`config.mk`:
```
export PLATFORM = sky130hd
export DESIGN_NAME = isf_addr_filter
export DESIGN_NICKNAME = d
export VERILOG_FILES = /design/src/isf_pkg.sv /design/src/isf_line_if.sv /design/src/isf_addr_filter.sv /design/src/isf_line_sync.sv
export SDC_FILE = /design/constraint.sdc
export NUM_CORES = 1
export LEC_CHECK = 0
export BUFFER_PORTS_ARGS = -buffer_cell sky130_fd_sc_hd__buf_2
export CELL_PAD_IN_SITES_DETAIL_PLACEMENT = 0
export CELL_PAD_IN_SITES_GLOBAL_PLACEMENT = 2
export CORE_MARGIN = 2
export CORE_UTILIZATION = 30
export DETAILED_ROUTE_END_ITERATION = 16
export PLACE_DENSITY = 0.81
export SLEW_MARGIN = 20
export SYNTH_ARGS = -nofsm -noshare
export SYNTH_HDL_FRONTEND = slang
export SYNTH_SLANG_ARGS = --single-unit
```
`constraint.sdc`:
```
create_clock -name CLK -period 2.1 [get_ports CLK]
set_clock_uncertainty 0.15 [all_clocks]
set_input_delay 0.105 -clock CLK [delete_from_list [all_inputs] [get_ports CLK]]
set_output_delay 0.105 -clock CLK [all_outputs]
set_load 0.005 [all_outputs]
```
`src/isf_pkg.sv`:
```
package isf_pkg;
  // ==========================================================================
  // Bus and register map
  localparam int          ADDR_W     = 10;      // Byte address width
  localparam int          DATA_W     = 32;      // Avalon data width
  localparam logic [7:0]  IDX_SETUP  = 8'hdb;   // start_sampling_setup index
  localparam logic [7:0]  IDX_OWN    = 8'hdf;   // own_slave_address index
  localparam logic [7:0]  IDX_CTRL   = 8'he0;   // engine_control_reg index
  localparam logic [7:0]  IDX_STAT   = 8'he1;   // engine_status_reg index
  localparam logic [7:0]  IDX_MASK   = 8'he2;   // Interrupt mask index
  // ==========================================================================
  // Reset values
  localparam logic [7:0]  SETUP_RST  = 8'h00;
  localparam logic [7:0]  OWN_RST    = 8'h00;
  localparam logic [1:0]  CTRL_RST   = 2'h0;
  localparam logic [2:0]  EV_RST     = 3'h0;
  // ==========================================================================
  // Field positions
  localparam int          SS_EN_BIT  = 7;       // Sample-count enable
  localparam int          CNT_HI     = 6;       // Sample-count field top
  localparam int          ADR_HI     = 7;       // own_address_field top
  localparam int          ADR_LO     = 1;       // own_address_field bottom
  localparam int          CTL_SLV    = 0;       // Slave enable
  localparam int          CTL_ADDR   = 1;       // Address-match flag
  localparam int          ST_INTR    = 0;       // Address match interrupt
  localparam int          ST_VALID   = 1;       // Start validated
  localparam int          ST_REJ     = 2;       // Start rejected
  localparam int          ST_TX      = 4;       // Transmission mode (read only)
  localparam int          EV_W       = 3;       // Sticky event bits
  localparam logic [2:0]  BIT_LAST   = 3'h7;    // Last bit of address byte
  // ==========================================================================
  // Engine states
  typedef enum logic [2:0] {
    ST_IDLE   = 3'b000,  // Waiting for a start edge
    ST_SAMPLE = 3'b001,  // Validating the start
    ST_ADDR   = 3'b010,  // Shifting the address byte
    ST_ACK    = 3'b011,  // Driving the acknowledge bit
    ST_HOLD   = 3'b100   // Addressed, until stop or start
  } isf_state_type;
endpackage
```
`src/isf_line_if.sv`:
```
`timescale 1ns/1ps
interface isf_line_if;
  // ==========================================================================
  // Clean bus line levels and edges
  logic scl_hi;    // Synchronised SCL level
  logic sda_hi;    // Synchronised SDA level
  logic sda_fall;  // SDA fell this cycle
  logic sda_rise;  // SDA rose this cycle
  logic scl_rise;  // SCL rose this cycle
  logic scl_fall;  // SCL fell this cycle
  modport prod (output scl_hi, sda_hi, sda_fall, sda_rise, scl_rise, scl_fall);
  modport cons (input scl_hi, sda_hi, sda_fall, sda_rise, scl_rise, scl_fall);
endinterface

```
`src/isf_addr_filter.sv`:
```
`timescale 1ns/1ps
// What this block does
// - Own address bits 7:1, software read/write
// - Match sets interrupt and address-match flags
// - Own address changed only by software write, ignored as master
// - SDA fall while SCL high starts
// - Check SDA low, SCL high before address
// - Setup bit 7 enable, bits 6:0 count
// - Enable clear gives one sample, one cycle
// - Enabled gives count plus one samples
// - Samples one clock period apart
// - Setup and own address reset to zero
// - Read/write bit picks mode, shows transmit flag
module isf_addr_filter
  import isf_pkg::*;
(
  // Clock, reset, enable
  input  logic                      CLK,
  input  logic                      NRST,
  input  logic                      CE,
  // Avalon-MM slave
  input  logic [isf_pkg::ADDR_W-1:0] ADDRESS,
  input  logic                      READ,
  input  logic                      WRITE,
  input  logic [isf_pkg::DATA_W-1:0] WRITEDATA,
  output logic [isf_pkg::DATA_W-1:0] READDATA,
  output logic                      WAITREQUEST,
  // Interrupt
  output logic                      IRQ,
  // I2C lines
  input  logic                      SCL_IN,
  input  logic                      SDA_IN,
  output logic                      SDA_OUT,
  output logic                      SDA_OE
);
  // ==========================================================================
  // Declarations
  isf_line_if     ln ();                   // Clean line bundle
  isf_state_type  state_reg, state_next;   // Engine state
  logic [6:0]     cnt_reg, cnt_next;       // Samples left after this one
  logic [2:0]     bit_reg, bit_next;       // Address bit index
  logic [7:0]     shift_reg, shift_next;   // Address shifter
  logic           oe_reg, oe_next;         // SDA drive
  logic           tx_reg, tx_next;         // Transmission mode
  logic [7:0]     setup_reg, setup_next;   // start_sampling_setup
  logic [7:0]     own_reg, own_next;       // own_slave_address
  logic [1:0]     ctrl_reg, ctrl_next;     // engine_control_reg
  logic [2:0]     stat_reg, stat_next;     // Sticky events
  logic [2:0]     mask_reg, mask_next;     // Interrupt mask
  logic [31:0]    rd_reg, rd_next;         // Read data
  logic           wait_reg, wait_next;     // Waitrequest
  logic           irq_reg, irq_next;       // Interrupt output
  logic           hit;                     // Request taken this cycle
  logic           wr_go;                   // Write completes this cycle
  logic           start_det;               // Start edge seen
  logic           stop_det;                // Stop edge seen
  logic           line_ok;                 // Start still holds
  logic           match_ev;                // Address matched
  logic [2:0]     ev;                      // Events this cycle
  logic [6:0]     load_cnt;                // Count loaded on start

  // Register index decode, used by reads and writes
  function automatic logic sel(input logic [ADDR_W-1:0] a, input logic [7:0] idx);
    return a[ADDR_W-1:2] == idx;
  endfunction

  // ==========================================================================
  // Line synchroniser
  isf_line_sync u_sync (
    .clk    (CLK),
    .nrst   (NRST),
    .ce     (CE),
    .scl_in (SCL_IN),
    .sda_in (SDA_IN),
    .lines  (ln.prod)
  );

  // ==========================================================================
  // Start engine
  // Start and stop seen only on clean lines
  always_comb begin
    start_det = ln.sda_fall & ln.scl_hi;
    stop_det  = ln.sda_rise & ln.scl_hi;
    line_ok   = ~ln.sda_hi & ln.scl_hi;
    load_cnt  = setup_reg[SS_EN_BIT] ? setup_reg[CNT_HI:0] : 7'h00;
  end

  // Next state of the engine
  always_comb begin
    state_next = state_reg;
    cnt_next   = cnt_reg;
    bit_next   = bit_reg;
    shift_next = shift_reg;
    oe_next    = oe_reg;
    tx_next    = tx_reg;
    match_ev   = 1'b0;
    ev         = EV_RST;
    if (CE) begin
      case (state_reg)
        // Master mode leaves the engine idle
        ST_IDLE: begin
          if (start_det && ctrl_reg[CTL_SLV]) begin
            state_next = ST_SAMPLE;
            cnt_next   = load_cnt;
          end
        end
        // One sample per clock, first one cycle after the edge
        ST_SAMPLE: begin
          if (!line_ok) begin
            state_next   = ST_IDLE;
            ev[ST_REJ]   = 1'b1;
          end else if (cnt_reg == 7'h00) begin
            state_next   = ST_ADDR;
            bit_next     = 3'h0;
            ev[ST_VALID] = 1'b1;
          end else begin
            cnt_next     = cnt_reg - 7'h01;
          end
        end
        // Shift on each SCL rise, MSB first
        ST_ADDR: begin
          if (ln.scl_rise) begin
            shift_next = {shift_reg[6:0], ln.sda_hi};
            bit_next   = bit_reg + 3'h1;
            if (bit_reg == BIT_LAST) begin
              if (shift_reg[6:0] == own_reg[ADR_HI:ADR_LO] && ctrl_reg[CTL_SLV]) begin
                match_ev    = 1'b1;
                ev[ST_INTR] = 1'b1;
                tx_next     = ln.sda_hi;
                state_next  = ST_ACK;
              end else begin
                state_next  = ST_IDLE;
              end
            end
          end
        end
        // Drive low through the ninth clock
        ST_ACK: begin
          if (ln.scl_fall) begin
            oe_next = ~oe_reg;
            if (oe_reg) begin
              state_next = ST_HOLD;
            end
          end
        end
        // Data path lives elsewhere
        ST_HOLD: begin
          state_next = ST_HOLD;
        end
        default: begin
          state_next = ST_IDLE;
        end
      endcase
      // Stop or repeated start overrides
      if (state_reg != ST_IDLE && state_reg != ST_SAMPLE) begin
        if (stop_det) begin
          state_next = ST_IDLE;
          oe_next    = 1'b0;
          tx_next    = 1'b0;
        end else if (start_det && ctrl_reg[CTL_SLV]) begin
          state_next = ST_SAMPLE;
          cnt_next   = load_cnt;
          oe_next    = 1'b0;
          tx_next    = 1'b0;
        end
      end
    end
  end

  // Engine registers
  always_ff @(posedge CLK or negedge NRST) begin
    if (!NRST) begin
      state_reg <= ST_IDLE;
      cnt_reg   <= 7'h00;
      bit_reg   <= 3'h0;
      shift_reg <= 8'h00;
      oe_reg    <= 1'b0;
      tx_reg    <= 1'b0;
    end else begin
      state_reg <= state_next;
      cnt_reg   <= cnt_next;
      bit_reg   <= bit_next;
      shift_reg <= shift_next;
      oe_reg    <= oe_next;
      tx_reg    <= tx_next;
    end
  end

  // ==========================================================================
  // Register file
  // Answer one cycle after the request is seen
  always_comb begin
    hit       = CE && (READ || WRITE) && wait_reg;
    wr_go     = CE && WRITE && !wait_reg;
    wait_next = CE ? !hit : wait_reg;
    rd_next   = rd_reg;
    if (hit && READ) begin
      rd_next = 32'h0;
      if (sel(ADDRESS, IDX_OWN)) rd_next[7:0] = own_reg;
      if (sel(ADDRESS, IDX_SETUP)) rd_next[7:0] = setup_reg;
      if (sel(ADDRESS, IDX_CTRL)) rd_next[1:0] = ctrl_reg;
      if (sel(ADDRESS, IDX_STAT)) rd_next[ST_TX:0] = {tx_reg, 1'b0, stat_reg};
      if (sel(ADDRESS, IDX_MASK)) rd_next[2:0] = mask_reg;
    end
    own_next   = (wr_go && sel(ADDRESS, IDX_OWN)) ? {WRITEDATA[ADR_HI:ADR_LO], 1'b0} : own_reg;
    setup_next = (wr_go && sel(ADDRESS, IDX_SETUP)) ? WRITEDATA[7:0] : setup_reg;
    mask_next  = (wr_go && sel(ADDRESS, IDX_MASK)) ? WRITEDATA[2:0] : mask_reg;
    ctrl_next  = (wr_go && sel(ADDRESS, IDX_CTRL)) ? WRITEDATA[1:0] : ctrl_reg;
    if (match_ev) ctrl_next[CTL_ADDR] = 1'b1;
    stat_next  = stat_reg;
    if (wr_go && sel(ADDRESS, IDX_STAT)) stat_next = stat_reg & ~WRITEDATA[2:0];
    stat_next  = stat_next | ev;
    irq_next   = |(stat_next & mask_next);
  end

  // Register storage
  always_ff @(posedge CLK or negedge NRST) begin
    if (!NRST) begin
      setup_reg <= SETUP_RST;
      own_reg   <= OWN_RST;
      ctrl_reg  <= CTRL_RST;
      stat_reg  <= EV_RST;
      mask_reg  <= EV_RST;
      rd_reg    <= 32'h0;
      wait_reg  <= 1'b1;
      irq_reg   <= 1'b0;
    end else begin
      setup_reg <= setup_next;
      own_reg   <= own_next;
      ctrl_reg  <= ctrl_next;
      stat_reg  <= stat_next;
      mask_reg  <= mask_next;
      rd_reg    <= rd_next;
      wait_reg  <= wait_next;
      irq_reg   <= irq_next;
    end
  end

  // Outputs straight from flops, SDA_OUT tied low, so SDA only ever pulled low
  assign READDATA    = rd_reg;
  assign WAITREQUEST = wait_reg;
  assign IRQ         = irq_reg;
  assign SDA_OUT     = 1'b0;
  assign SDA_OE      = oe_reg;
endmodule // isf_addr_filter

```
`src/isf_line_sync.sv`:
```
`timescale 1ns/1ps
module isf_line_sync (
  // Clock, reset, enable
  input  logic        clk,
  input  logic        nrst,
  input  logic        ce,
  // Raw pins
  input  logic        scl_in,
  input  logic        sda_in,
  // Clean lines
  isf_line_if.prod    lines
);
  // ==========================================================================
  // Two-stage synchronisers plus one history stage for edges
  logic [1:0] s1_reg, s1_next;   // First stage, read only by s2
  logic [1:0] s2_reg, s2_next;   // Second stage, safe level
  logic [1:0] s3_reg, s3_next;   // Previous safe level

  // Next values, bit 1 is SCL, bit 0 is SDA
  always_comb begin
    s1_next = ce ? {scl_in, sda_in} : s1_reg;
    s2_next = ce ? s1_reg : s2_reg;
    s3_next = ce ? s2_reg : s3_reg;
  end

  // Idle bus is high, so reset to ones to avoid a false edge
  always_ff @(posedge clk or negedge nrst) begin
    if (!nrst) begin
      s1_reg <= 2'h3;
      s2_reg <= 2'h3;
      s3_reg <= 2'h3;
    end else begin
      s1_reg <= s1_next;
      s2_reg <= s2_next;
      s3_reg <= s3_next;
    end
  end

  // Edges from the safe stages only
  assign lines.scl_hi   = s2_reg[1];
  assign lines.sda_hi   = s2_reg[0];
  assign lines.sda_fall = s3_reg[0] & ~s2_reg[0];
  assign lines.sda_rise = ~s3_reg[0] & s2_reg[0];
  assign lines.scl_rise = ~s3_reg[1] & s2_reg[1];
  assign lines.scl_fall = s3_reg[1] & ~s2_reg[1];
endmodule // isf_line_sync

```
After elaboration in Yosys (flattened, before gate mapping)
Index checks and enable logic that the tools add are counted.
{"block": "totals", "latchBits": 0, "ram_bits": 0, "regBits": 61, "mem_bits_ro": 0, "output_inout_bits": 36, "n_memories": 0}
{"block": "classes", "magnitude_cmp": 0, "n_addsub": 2, "n_mul": 0, "n_shift": 0, "n_reduce_logical": 24, "muxes": 55, "n_eq_ne": 15, "div_mod_pow": 0, "n_bitwise": 16}
{"op": "2-to-1 mux 3 bit", "count": 17}
{"op": "2-to-1 mux 7 bit", "count": 7}
{"op": "== test 8 bit, second input constant", "count": 5}
{"op": "2-to-1 mux 1 bit", "count": 21}
{"op": "2-to-1 mux 8 bit", "count": 2}
{"op": "case mux 3 bit (5 select lines)", "count": 1}
{"op": "case mux 7 bit (2 select lines)", "count": 1}
{"op": "logical AND 1 bit", "count": 13}
{"op": "2-to-1 mux 2 bit", "count": 4}
{"op": "AND 1 bit", "count": 7}
{"op": "== test 7 bit", "count": 1}
{"op": "zero test 7 bit", "count": 1}
{"op": "subtractor 7 x 1 -> 7 bit, second input constant", "count": 1}
{"op": "AND 3 bit", "count": 2}
{"op": "== test 3 x 2 -> 1 bit, second input constant", "count": 2}
{"op": "== test 3 bit, second input constant", "count": 2}
{"op": "inequality test 2 bit, second input constant", "count": 3}
{"op": "case mux 3 bit (2 select lines)", "count": 1}
{"op": "2-to-1 mux 5 bit", "count": 1}
{"op": "inverter 1 bit", "count": 5}
{"op": "AND reduction 5 bit", "count": 1}
{"op": "nonzero test 2 bit", "count": 2}
{"op": "adder 3 x 1 -> 3 bit, second input constant", "count": 1}
{"op": "== test 3 x 1 -> 1 bit, second input constant", "count": 1}
{"op": "9 further kinds", "count": 10}

Logic depth before layout (Yosys ltp)
Gate-level depths: netlist of run 1.
{"block": "depth", "word_depth": 10, "mapped_depth": 7}

Modules after synthesis
A second synthesis of run 1 with hierarchy kept.
{"block": "unflattened", "hier_cells": 359, "hier_area_um2": 3632.2}
{"mod": "isf_addr_filter", "cells_per_inst": 342, "area_each_um2": 3348.2, "seq_area_each_um2": 1377.6, "n_inst": 1}
{"mod": "isf_line_sync", "cells_per_inst": 17, "area_each_um2": 284.0, "seq_area_each_um2": 157.7, "n_inst": 1}

Worst setup path before layout of run 1
No wires, ideal clock.
{"block": "synth_path", "path_kind": "reg2reg", "startpoint": "reg u_sync.s2_reg[0]", "endpoint": "reg cnt_reg[6]", "slack_ns": 0.143, "required_ns": 1.829, "stages_incl_launch_ff": 8, "arrival_time_ns": 1.687, "setup_ns": 0.121, "n_path_buf": 2, "path_cell_list": "dfstp_2 > clkbuf_1 > and4b_1 > clkbuf_1 > and3_1 > a21oi_1 > o32ai_1 > a22o_1"}
{"block": "synth_via", "elab_chain_len": 9, "elab_cells_between_ends": 13, "classes_between": "mux: 6; bitwise: 6; reduce/logical: 1"}
{"item": "start, declared", "line": "isf_line_sync.sv:16", "rtl": "logic [1:0] s2_reg, s2_next;"}
{"item": "start signal, assigned", "line": "isf_line_sync.sv:34", "rtl": "s2_reg <= s2_next;"}
{"item": "inverter 1 bit", "line": "isf_addr_filter.sv:84, isf_line_sync.sv:42"}
{"item": "AND 1 bit", "line": "isf_line_sync.sv:42", "rtl": "assign lines.sda_fall = s3_reg[0] & ~s2_reg[0];"}
{"item": "AND 1 bit", "line": "isf_addr_filter.sv:82", "rtl": "start_det = ln.sda_fall & ln.scl_hi;"}
{"item": "logical AND 1 bit", "line": "isf_addr_filter.sv:102, isf_addr_filter.sv:160"}
{"item": "2-to-1 mux 7 bit", "line": "isf_addr_filter.sv:102", "rtl": "if (start_det && ctrl_reg[CTL_SLV]) begin"}
{"item": "case mux 7 bit (2 select lines)", "line": "isf_addr_filter.sv:99", "rtl": "case (state_reg)"}
{"item": "2-to-1 mux 7 bit", "line": "isf_addr_filter.sv:160", "rtl": "end else if (start_det && ctrl_reg[CTL_SLV]) begin"}
{"item": "2-to-1 mux 7 bit", "line": "isf_addr_filter.sv:156", "rtl": "if (stop_det) begin"}
{"item": "2-to-1 mux 7 bit *", "line": "isf_addr_filter.sv:155", "rtl": "if (state_reg != ST_IDLE && state_reg != ST_SAMPLE) begin"}
{"item": "end signal, assigned", "line": "isf_addr_filter.sv:181", "rtl": "cnt_reg <= cnt_next;"}
{"item": "end, declared", "line": "isf_addr_filter.sv:40", "rtl": "logic [6:0] cnt_reg, cnt_next;"}
Mark *: on every way between the ends. The rest lies on a longest branch, timed or not.
A chain may end at the register's enable or synchronous reset.

Worst setup path in the final report of run 1
{"block": "layout_path", "startpoint": "reg wait_reg, in the netlist WAITREQUEST", "endpoint": "reg irq_reg, in the netlist IRQ"}
{"block": "layout_via", "elab_cells_between_ends": 9, "classes_between": "mux: 2; bitwise: 2; reduce/logical: 5"}
{"item": "start, declared", "line": "isf_addr_filter.sv:51", "rtl": "logic wait_reg, wait_next;"}
{"item": "start signal, assigned", "line": "isf_addr_filter.sv:234", "rtl": "wait_reg <= wait_next;"}
{"item": "zero test 1 bit", "line": "isf_addr_filter.sv:194", "rtl": "wr_go = CE && WRITE && !wait_reg;"}
{"item": "logical AND 1 bit", "line": "isf_addr_filter.sv:194"}
{"item": "logical AND 1 bit", "line": "isf_addr_filter.sv:207", "rtl": "mask_next = (wr_go && sel(ADDRESS, IDX_MASK)) ? WRITEDATA[2:0] : mask_reg;"}
{"item": "2-to-1 mux 3 bit", "line": "isf_addr_filter.sv:207"}
{"item": "named net mask_next[0]", "line": "isf_addr_filter.sv:49", "rtl": "logic [2:0] mask_reg, mask_next;"}
{"item": "AND 3 bit", "line": "isf_addr_filter.sv:213", "rtl": "irq_next = |(stat_next & mask_next);"}
{"item": "OR reduction 3 bit", "line": "isf_addr_filter.sv:213"}
{"item": "named net irq_next", "line": "isf_addr_filter.sv:52", "rtl": "logic irq_reg, irq_next;"}
{"item": "end signal, assigned", "line": "isf_addr_filter.sv:235", "rtl": "irq_reg <= irq_next;"}
{"item": "end, declared", "line": "isf_addr_filter.sv:52"}
The timed path passes the listed nets, and every way through them passes these cells.

==> results.txt, run 1 <==
Data on the critical path is required at its endpoint by 2.17 ns. The via count of the routed design is 2,816. Setup repair after global routing left no endpoint under its margin.

The first routing iteration left 119 violations. For this run, design rule violations remaining after detail routing come to 0. Fraction of final layout cells sized beyond drive strength 1: 0.300.

The run finished with clean final reports. After floorplanning, the core was divided into 39 placement rows. Of all cell types, the one taking the most synthesized area is dfrtp_1. For this run, the number of Yosys warnings is 0.

For the synthesized cell area, the log shows 0.00343 mm2. The floorplan step defined a die boundary enclosing 0.0123 mm2. The insertion delay of the later-clocked pin in the worst-skew pair is 0.33 ns, and the total number of H-tree levels is 3. Cell internal power was estimated by the tool at 2.73 mW.

From synthesis to final layout, the design area changed by 26.1%. The number of global-route vias before repair came out at 2,786. The gate family responsible for the most delay along the worst path is flip-flops. The largest single stage delay on the critical path is 0.59 ns. The wire-length estimate of the detail-placed layout is 6.08 mm. The tree is rooted in a clkbuf_16.

Final setup TNS: 0 ns. VDD sags by at most 0.000424 V. Measured along the x axis, the die boundary spans 111 um.

The tools report the register area as 0.00154 mm2. For this run, the detailed router's first-pass iteration total came to 4. The met2 layer usage reported by global route is 0.222. The share of synthesized registers carrying an async set or reset is 1.00, and the net count of the finished layout is 465.

For the finished layout, the period the worst path requires is 1.99 ns. The run gives 2.00 nW as the leakage power. The highest-delay cell along the critical path is dfstp_2. The highest fanout seen on the critical path was 7. Yosys attributes the largest share of cell area to dfrtp_1 39%, mux2_2 9.5%, buf_4 5.5%. Timing analysis after detailed placement gives a worst setup slack of 0.116 ns. The commonest cells after synthesis are 54 x dfrtp_1, 29 x mux2_2, 29 x nand2_1. Dividing total power by cell area gives a power density of 878 mW/mm2.

The dominant cell by count in the synthesized netlist is dfrtp_1. The initial core utilization was 0.304; the via-per-instance ratio was 5.03. The count of fill cells added during filler insertion came out at 1,120.

STA classifies the critical path startpoint as a flop. The floorplan step set the die height to 111 um. The clock share of power came out at 0.421. For the max-slew violation count, the log shows 0. The core region is 0.0113 mm2.

The number of instances in the synthesized netlist was 338. met2 is the most crowded layer. The tightest min-delay check is of the in2reg type.

The sequential share of the synthesized area was 0.448; the upper clock frequency limit was 0.502 GHz. The flip-flop cell with the highest count after synthesis is dfrtp_1. The worst setup path is captured at a flop. The global-route wire length before repair is 14.2 mm. The number of I/O port buffers is 33, and the number of violations of the max-capacitance limit is 0.

The clock edge transition at the registers on the reported setup and hold paths was 0.06 ns. Category of the most critical setup path: reg2reg. The overall overflow remaining after global route is 0.

The count of final hold-check violations is 0, and the pin count of the biggest net entering global routing is 62. The total number of clock tree sinks was 61; the arrival time of the worst setup path was 2.06 ns. Gates resized during post-CTS repair numbered 0. Once detail routing completed, the nets flagged for antenna violations numbered 0. Share of the clock period used by the worst path: 0.949. Yosys mapped a number of flops with a built-in enable equal to 0. The number of antenna diodes in the final layout is 0.

The tools report the aggregate global-route resource usage as 0.143. The global-route met1 utilization is 0.193. The fraction of post-synthesis cell area in the top cell type by area was 0.394.

Walking the worst path, the cells encountered are and3b_1 -> nand4_2 -> mux2_2 -> o21a_1 -> a221o_1. The final layout contains routed wiring with a total length of 8.43 mm. The global-route track usage on met3 came out at 0.0241.

The fraction of power spent switching nets was 0.281; the routed length per placed instance was 15.0 um. The number of antenna violations at the first check in global routing is 0, and the setup-violating endpoint count in the final report is 0. The number of buffers and inverters on the critical path is 0. The tools report the number of unique standard cell types used by synthesis as 63.

85 I/O pins were placed. The share of total power in combinational logic came out at 0.202. TritonCTS built the clock tree.

For the share of total power in sequential cells, the log shows 0.377. In this run the power spent charging and discharging nets is 1.07 mW. Summing all multi-input logic gate instances after layout gives 0.00171 mm2. Clock tree synthesis inserted a total of 9 buffers. In this run the mean area of a mapped cell was 10.1 um2. The final weighted congestion in routability-driven placement was 0.848; the setup slack of the critical path after layout was 0.108 ns. The flop and latch count out of synthesis was 61.

The longest clock path from root to sink contains 2 buffers.
## cells by family after synthesis
group           count (synthesis)  synth area share
compound gates                 83             0.162
simple gates                  104             0.172
fa+ha+maj                       4            0.0146
xor+xnor                        8            0.0204
buf+inv                        46            0.0785
other cells                     1           0.00109
flops                          61             0.448
mux                            31             0.103
## final cells by class
class                   instances  share of cell area
multi-input cells             255               0.396
well taps                     143              0.0414
clock inverters                 6              0.0220
repair buffers                 77               0.125
clock buffers                  10              0.0530
inverters                       8             0.00695
flip-flops and latches         61               0.355
## per-stage QoR
| stage | util | hold slack, ns | instances | instance area, um2 | power [mW] |
|---|---|---|---|---|---|
| 5_1_grt | 0.383 | 0.0815 | 560 | 4320 | 4.00 |
| 3_3_place_gp | 0.341 | -0.0102 | 528 | 3840 | 2.18 |
| 6_report | 0.383 | 0.0650 | 560 | 4320 | 3.79 |
| 3_5_place_dp | 0.341 | -0.000721 | 528 | 3840 | 2.19 |
| 4_1_cts | 0.382 | 0.0476 | 558 | 4310 | 3.81 |
| 2_1_floorplan | - | -0.341 | 362 | 3520 | 1.89 |
## routing by layer
layer	wire (um)	part of all wire
met1	4050	0.48
met2	3930	0.47
met3	239	0.028
met4	205	0.024
met5	0	0
## worst register-to-register path: stages, from the launching register on
cell and delay (ns):
dfstp_2 0.59, and3b_1 0.25, nand4_2 0.16, mux2_2 0.37, o21a_1 0.10, a221o_1 0.26
## worst paths after layout
kind	startpoint	slack, ns	depth (start not counted)	to
max in group asynchronous	NRST	1.29	3	u_sync.s1_reg[1]$_DFFE_PN1P_
min in group asynchronous	NRST	0.17	3	READDATA[2]$_DFFE_PN0P_
hold reg to reg	READDATA[5]$_DFFE_PN0P_	0.33	2	READDATA[5]$_DFFE_PN0P_
setup / recovery	WAITREQUEST$_DFFE_PN1P_	0.11	5	IRQ$_DFF_PN0_
setup reg to reg	WAITREQUEST$_DFFE_PN1P_	0.11	5	IRQ$_DFF_PN0_
hold / removal	ADDRESS[2]	0.06	3	READDATA[4]$_DFFE_PN0P_
## power by group through the flow
stage / Sequential [mW] / Clock, mW / Combinational (mW)
after floorplan: 1.41 / 0 / 0.475
after global placement: 1.45 / 0 / 0.732
after detailed placement: 1.45 / 0 / 0.735
after CTS: 1.43 / 1.62 / 0.761
after global routing: 1.45 / 1.69 / 0.863
final: 1.43 / 1.60 / 0.768
## repair_timing
item,4_1_cts,5_1_grt
buffers inserted,0,2
hold endpoints to repair,84,0
setup endpoints to repair,0,2
hold buffers,14,0
## layout by cell type (no fill, tap or decap), types with 7 or more instances in the layout
| cell type | Yosys | layout |
|---|---|---|
| nand3_1 | 11 | 11 |
| xnor2_1 | 7 | 7 |
| a21oi_1 | 11 | 11 |
| nor3_1 | 9 | 9 |
| clkbuf_16 | 0 | 9 |
| conb_1 | 1 | 25 |
| nor2_1 | 12 | 12 |
| dfstp_2 | 7 | 7 |
| buf_2 | 2 | 34 |
| dfrtp_1 | 54 | 54 |
| nand2_1 | 29 | 29 |
| o21ai_0 | 27 | 27 |
| mux2_2 | 29 | 29 |
| buf_4 | 25 | 28 |
| dlygate4sd3_1 | 0 | 14 |
| inv_1 | 8 | 8 |
No activity file was read; power rests on OpenSTA's default activity.
==> run 2: changes to the inputs <==
--- a/config.mk
+++ b/config.mk
@@ -5,13 +5,13 @@
 export SDC_FILE = /design/constraint.sdc
 export NUM_CORES = 1
 export LEC_CHECK = 0
+export ABC_AREA = 1
 export BUFFER_PORTS_ARGS = -buffer_cell sky130_fd_sc_hd__buf_2
 export CELL_PAD_IN_SITES_DETAIL_PLACEMENT = 0
 export CELL_PAD_IN_SITES_GLOBAL_PLACEMENT = 2
-export CORE_MARGIN = 2
-export CORE_UTILIZATION = 30
+export CORE_UTILIZATION = 27
 export DETAILED_ROUTE_END_ITERATION = 16
-export PLACE_DENSITY = 0.81
+export PLACE_DENSITY = 0.8
 export SLEW_MARGIN = 20
 export SYNTH_ARGS = -nofsm -noshare
 export SYNTH_HDL_FRONTEND = slang
==> results.txt, run 2 <==
Summed over all failing endpoints, the final setup total negative slack is 0 ns. The most common cell after layout, fill and taps aside was nand2_1. Among all cell types in the netlist, the one instantiated most often is nand2_1. The layer flagged by global routing as most heavily used is met2.

For this run, the number of Yosys warnings is 0. Yosys mapped the design onto 36 distinct sky130hd cell types. The aggregate global-route resource usage is 0.148, and the share of total power in combinational logic is 0.138. Summing every instance area after synthesis gives 0.00370 mm2. The overall die width works out to 119 um. Setup violations remaining at the end of the flow were counted as 0. Summing over every cut layer, the via total after detailed routing is 3,255. The tools report the clock share of power as 0.492. The smallest clock period supported by the final layout is computed as 1.96 ns.

Entering global routing, the biggest net connects 62 pins. The worst setup path is captured at a flop. The tool flagged a number of max-cap violations equal to 0. The sequential share of the synthesized area was 0.415; the fraction of post-synthesis cell area in the top cell type by area was 0.366.

The final design utilization came out at 0.338. The later pin in the worst-skew pair is clocked with a latency of 0.34 ns. For the net count of the finished layout, the log shows 612.

The run gives 4 as the number of search-and-repair iterations in the first detailed-routing pass. The ratio of total power to cell area is 804 mW/mm2. The number of DRC markers in iteration 0 came out at 162.

IR analysis of the VDD net gives a maximum drop of 0.000438 V. Setup repair after global routing left no endpoint under its margin. Clock tree synthesis found a total of 61 sinks. Of all nets on the critical path, the largest fanout is 8.

Data on the critical path is required at its endpoint by 2.21 ns. The final layout contains routed wiring with a total length of 9.66 mm. The global-route met1 utilization came out at 0.199. The number of I/O port buffers came out at 33. The total overflow left after global routing is 0. The fraction of power spent switching nets was 0.266; the diode insertion count for antenna repair was 0. Global-route track usage on met3: 0.0278. Among all stages on the critical path, the largest delay is contributed by dfstp_2.

For the buffer levels on the longest clock path, the log shows 2. The endpoint identified for the worst register-to-register timing path is WAITREQUEST$_DFFE_PN1P_. Row count: 42.

By area, the combinational part of the netlist is dominated by simple AND/OR/NAND/NOR gates. Share of synthesized registers carrying an async set or reset: 1.00. The register area was 0.00154 mm2. The fraction of final layout cells sized beyond drive strength 1 is 0.161. The worst setup path is of the reg2reg kind.

The xor/xnor share of the synthesized area is 0.0118. At the worst endpoint, the arrival time is 2.07 ns. Power dissipated by switching net loads: 0.961 mW.

The count of final hold-check violations was 0. In the synthesized netlist, the cells that appear most often are 174 x nand2_1, 62 x inv_1, 54 x dfrtp_1. In this run the critical register-to-register path is launched from WAITREQUEST$_DFFE_PN1P_. The global-route wire length before repair was 16.2 mm. After detailed routing, the number of vias per cell comes to 4.40. The internal power component is 2.66 mW.

Yosys attributes the largest share of cell area to dfrtp_1 37%, nand2_1 18%, inv_1 6.3%. Clock-pin slew was measured on the worst setup and hold paths at 0.06 ns. The tools report the die area as 0.0142 mm2. At the end of routability-driven placement, the weighted congestion stood at 0.802. The largest single stage delay on the critical path is 0.59 ns. The upper clock frequency limit is 0.510 GHz. The kind of launch point of the worst setup path is a flop.

TritonCTS built the clock tree. Met2 layer usage reported by global route: 0.237. Of all cell types, the one taking the most synthesized area is dfrtp_1. Number of global-route vias before repair: 3,223. The share of the clock period used by the worst path was 0.934. The adder and majority gate portion of the synthesized area was 0.0135; the worst reg2reg path depth was 6. Post-synthesis mux area share: 0. The tools report the number of primary I/O pins as 85. The run finished with clean final reports. Counting the buffers created by CTS gives 9. The area growth from synthesis to layout is 21.7%. The floorplan step set the die height to 119 um. In this run, synthesis inferred 0 flip-flops with an integrated enable. The filler cells instantiated in the layout total 1,454. The flop and latch count out of synthesis works out to 61.

After synthesis, the mean cell area works out to 7.35 um2. The worst setup slack for register-to-register paths came out at 0.14 ns. The CTS root buffer is clkbuf_16.

The footprint of the multi-input gates was 0.00177 mm2. Critical path endpoint: WAITREQUEST$_DFFE_PN1P_. For this design the static power due to leakage is 2.32 nW.

The max-slew violation count was 0; the share of total power in sequential cells was 0.370. The routed length per placed instance works out to 13.1 um. The tools report the number of antenna violations at the first check in global routing as 0.

The initial core utilization is 0.278, and the number of instances in the synthesized netlist is 503. The number of remaining DRC errors was 0; the simple logic cell fraction of the synthesized area was 0.330. After legalization and detailed placement, the total HPWL measured 7.13 mm. The detail route stage leaves a number of antenna-violating nets equal to 0.

In the layout the commonest cells are 174 x nand2_1, 61 x inv_1, 54 x dfrtp_1. The tools report the total number of H-tree levels as 3. Worst hold path class: in2reg. Launching instance or port of the critical path: WAITREQUEST$_DFFE_PN1P_. The total area inside the core boundary comes to 0.0133 mm2.

In this run the most critical hold path is launched from ADDRESS[7]. The signal on the critical path passes through inv_1 -> nor3_4 -> inv_2 -> o21ai_0 -> a31oi_1 -> dlygate4sd3_1. The share of the synthesized area in compound gates (AO/OA/AOI/OAI) is 0.0958. In the synthesized netlist the dominant register cell turns out to be dfrtp_1.
-- run 2: layout make-up --
cell class,instances,share of cell area
multi-input combinational,367,0.393
sequential,61,0.341
timing repair buffer,56,0.0857
clock buffer,11,0.0540
inverter,64,0.0534
tap,176,0.0490
clock inverter,5,0.0239
-- run 2: worst min path at each step --
stage | endpoint | cells past startpoint
4_1_cts | ctrl_reg[1]$_DFFE_PN0P_ | 6
6_report | READDATA[6]$_DFFE_PN0P_ | 6
5_1_grt | READDATA[3]$_DFFE_PN0P_ | 5
3_5_place_dp | setup_reg[7]$_DFFE_PN0P_ | 2
2_1_floorplan | IRQ$_DFF_PN0_ | 0
3_3_place_gp | setup_reg[5]$_DFFE_PN0P_ | 2
-- run 2: cells by family after synthesis --
group                      count (synthesis)
buffers and inverters                     99
DFF                                       61
AOI/OAI and AO/OA                         61
other                                      1
and+or+nand+nor                          272
xor gates and xnor gates                   5
adders and majority gates                  4
-- run 2: what timing repair did --
| item | in CTS | in global routing |
|---|---|---|
| gates resized for setup | 0 | 2 |
| hold endpoints to repair | 84 | 0 |
| setup buffers | 0 | 0 |
| endpoints found under the setup margin | 0 | 2 |
| hold buffers | 14 | 0 |
-- run 2: layer usage --
layer	wire (um)	share of wire
met1	4740	0.49
met2	4470	0.46
met3	258	0.027
met4	190	0.020
met5	0	0
-- run 2: power by group through the flow --
stage	Combinational, mW	Sequential [mW]	Clock, mW
after floorplan	0.343	1.34	0
after global placement	0.470	1.36	0
after detailed placement	0.477	1.36	0
after CTS	0.503	1.34	1.80
after global routing	0.574	1.35	1.85
final	0.497	1.34	1.78
-- run 2: per-stage QoR --
step	power [mW]	setup slack (ns)	instances	hold slack [ns]	instance area (um2)
2_1_floorplan	1.69	0.484	527	-0.341	3790
3_5_place_dp	1.84	0.228	710	-0.000689	4000
3_3_place_gp	1.83	0.224	710	-0.00400	4000
5_1_grt	3.77	0.0326	740	0.163	4500
6_report	3.62	0.139	740	0.124	4500
4_1_cts	3.64	0.0334	740	0.125	4490
-- run 2: critical path: cells and delay by family, from the launching register on --
| family | cells | cell delay (ns) |
|---|---|---|
| AO/OA/AOI/OAI | 2 | 0.16 |
| buffers and inverters | 3 | 0.77 |
| flip-flops | 1 | 0.59 |
| AND/OR/NAND/NOR | 1 | 0.21 |
==> run 3: changes to the inputs <==
--- a/config.mk
+++ b/config.mk
@@ -9,6 +9,7 @@
 export BUFFER_PORTS_ARGS = -buffer_cell sky130_fd_sc_hd__buf_2
 export CELL_PAD_IN_SITES_DETAIL_PLACEMENT = 0
 export CELL_PAD_IN_SITES_GLOBAL_PLACEMENT = 2
+export CORE_ASPECT_RATIO = 0.75
 export CORE_UTILIZATION = 27
 export DETAILED_ROUTE_END_ITERATION = 16
 export PLACE_DENSITY = 0.8
==> results.txt, run 3 (same netlist as run 2, synthesis figures left out) <==
The logs give 0 for the post-route antenna net violation count and 734 for the final instance count without filler cells. The signal on the critical path passes through inv_1 -> nand3_2 -> o22ai_1 -> nor2_1 -> nand2_2 -> inv_1 -> nand2_1 -> o21ai_0. In the routed layout, each cell is associated on average with a via count of 4.38. The tools report the end point of the most critical hold path as u_sync.s1_reg[0]$_DFFE_PN1P_. The row count was 36.

For the total core area, the log shows 0.0132 mm2. On the critical path the largest part of the delay comes from simple AND/OR/NAND/NOR gates. For this run, the top clock speed supported by timing is 0.531 GHz.

The logs give 1,421 for the count of fill cells added during filler insertion and 0 for the number of remaining DRC errors. The routed layout has 3,212 vias. The buffer levels on the longest clock path was 2; the fraction of final layout cells sized beyond drive strength 1 was 0.163. Cell internal power was estimated by the tool at 2.64 mW.

The relative slew slack is 0.617. Setup violations remaining at the end of the flow were counted as 0. In this run the count of I/O pins placed on the die edge is 85. The pin count of the biggest net entering global routing was 29; the number of antenna violations at the first check in global routing was 0. The final design utilization is 0.339, and the number of violations of the max-capacitance limit is 0.

The layout overhead on the synthesized area came out at 20.7%. The critical path is of the reg2reg type. The share of the clock period used by the worst path came out at 0.897. In this run the most critical hold path is launched from CE. The die height was 103 um; the clock share of power was 0.487. Across the VDD grid, the largest voltage drop is 0.000375 V. The worst register-to-register path has a depth of 8.

In the final routed layout, each cell accounts on average for 13.0 um. Number of I/O port buffers: 33. Highest-delay cell along the critical path: dfrtp_1. The logs give 0.22 ns for the worst setup slack for register-to-register paths and 706 for the number of placed instances with taps included. The global-route wire length before repair came out at 15.9 mm. The H-tree was split into 3 levels.

Setup repair after global routing left no endpoint under its margin. The number of DRC markers in iteration 0 came out at 173. The congestion estimate from routability-driven global placement came to 0.792.

The tightest hold path in the finished design has a slack of 0.0729 ns. For the count of final hold-check violations, the log shows 0. The tools report the number of global-route vias before repair as 3,057.

For the overall overflow remaining after global route, the log shows 0. TritonCTS built the clock tree. The clock edge transition at the registers on the reported setup and hold paths is 0.06 ns, and the share of total power in combinational logic is 0.137. The most numerous cell on the critical path was inv_1. For the number of buffers added to fix hold violations after cts, the log shows 12.

The CTS root buffer is clkbuf_16. The fraction of power spent switching nets came out at 0.261. In the final layout, flip-flops and latches occupy 0.00154 mm2.

Counting the buffers created by CTS gives 9. Together, buffers and inverters on the worst path number 2. For this run, the slowest stage of the critical path takes 0.41 ns. The startpoint of the worst-slack reg-to-reg timing path was state_reg[2]$_DFFE_PN0P_. The final setup TNS is 0 ns.

The routed design has 9.56 mm of wire. The tools report the share of total power in sequential cells as 0.377. The number of cells on the worst hold path is 4. STA puts the critical path data required time at 2.16 ns. Detailed placement ended at an HPWL of 7.31 mm. The ratio of total power to cell area is 800 mW/mm2.

In this run the worst hold path is classified as in2reg. Max-slew violation count: 0. The transition time of the tightest slew-check pin is 0.574 ns. The run gives 0.00176 mm2 as the footprint of the multi-input gates. Leaving out fill and tap cells, the most frequent cells in the layout are 174 x nand2_1, 62 x inv_1, 54 x dfrtp_1. The number of search-and-repair iterations in the first detailed-routing pass came out at 4. CTS saw 61 sinks. The tools report the power dissipated by switching net loads as 0.931 mW.

The clock period could shrink to 1.88 ns. From left edge to right edge, the die measures 137 um. Die area: 0.0142 mm2. The run gives 0.281 as the initial core utilization. The worst setup path is captured at a flop. The run finished with clean final reports.

Most common cell after layout, fill and taps aside: nand2_1. The analysis attributes to cell leakage a power of 2.30 nW. The worst setup path is launched from a flop.

At the end of the flow, the number of nets in the layout was 611. Of all nets on the critical path, the largest fanout is 14. The repair_antennas step left the layout with diodes totalling 0. The arrival time of the worst setup path is 1.94 ns.

The logs give 0.33 ns for the insertion delay of the later-clocked pin in the worst-skew pair and 0 for the count of buffers added by post-CTS timing repair for setup. The number of gates resized after CTS was 0; the aggregate global-route resource usage was 0.150. The tools report the endpoint of the lowest-slack register-to-register path as shift_reg[3]$_DFFE_PN0P_.
-- run 3: worst reg2reg max path: cells and delay by family (launching register included) --
kind / cells / cell delay (ns)
simple gates: 4 / 0.63
buf+inv: 2 / 0.30
compound gates: 2 / 0.27
flops: 1 / 0.41
-- run 3: final cells by class --
type | instances | share of cell area
well taps | 171 | 0.0480
inverters | 64 | 0.0539
clock buffers | 10 | 0.0536
flip-flops and latches | 61 | 0.344
multi-input cells | 367 | 0.395
repair buffers | 55 | 0.0808
clock inverters | 6 | 0.0247
-- run 3: how the worst max path moves through the flow --
stage	to	depth (start not counted)	startpoint	slack, ns
final	shift_reg[3]$_DFFE_PN0P_	8	state_reg[2]$_DFFE_PN0P_	0.22
after global routing	state_reg[1]$_DFFE_PN0P_	9	state_reg[2]$_DFFE_PN0P_	0.02
after floorplan	shift_reg[5]$_DFFE_PN0P_	8	u_sync.s2_reg[1]$_DFFE_PN1P_	0.48
after CTS	shift_reg[3]$_DFFE_PN0P_	8	state_reg[2]$_DFFE_PN0P_	0.20
after detailed placement	shift_reg[3]$_DFFE_PN0P_	8	state_reg[2]$_DFFE_PN0P_	0.23
after global placement	cnt_reg[4]$_DFFE_PN0P_	8	u_sync.s2_reg[0]$_DFFE_PN1P_	0.25
-- run 3: power groups by stage --
stage                     combinational (mW)  sequential, mW  clock, mW
final                                  0.488            1.34       1.74
after global routing                   0.572            1.36       1.84
after CTS                              0.492            1.34       1.78
after detailed placement               0.474            1.36          0
after global placement                 0.470            1.36          0
after floorplan                        0.343            1.34          0
-- run 3: through the flow --
step                cell area (um2)  setup WS, ns  total power, mW
global route                   4460        0.0233             3.77
floorplan                      3790         0.484             1.69
CTS                            4460         0.204             3.62
detailed placement             3990         0.233             1.84
global placement               3990         0.251             1.83
finish                         4460         0.217             3.57
-- run 3: per-layer routing --
metal | track usage | vias up | routed length (um)
met4 | 0.0330 | 0 | 78
li1 | - | 1663 | -
met2 | 0.219 | 52 | 4020
met3 | 0.0453 | 5 | 367
met5 | 0 | - | 0
met1 | 0.217 | 1492 | 5100
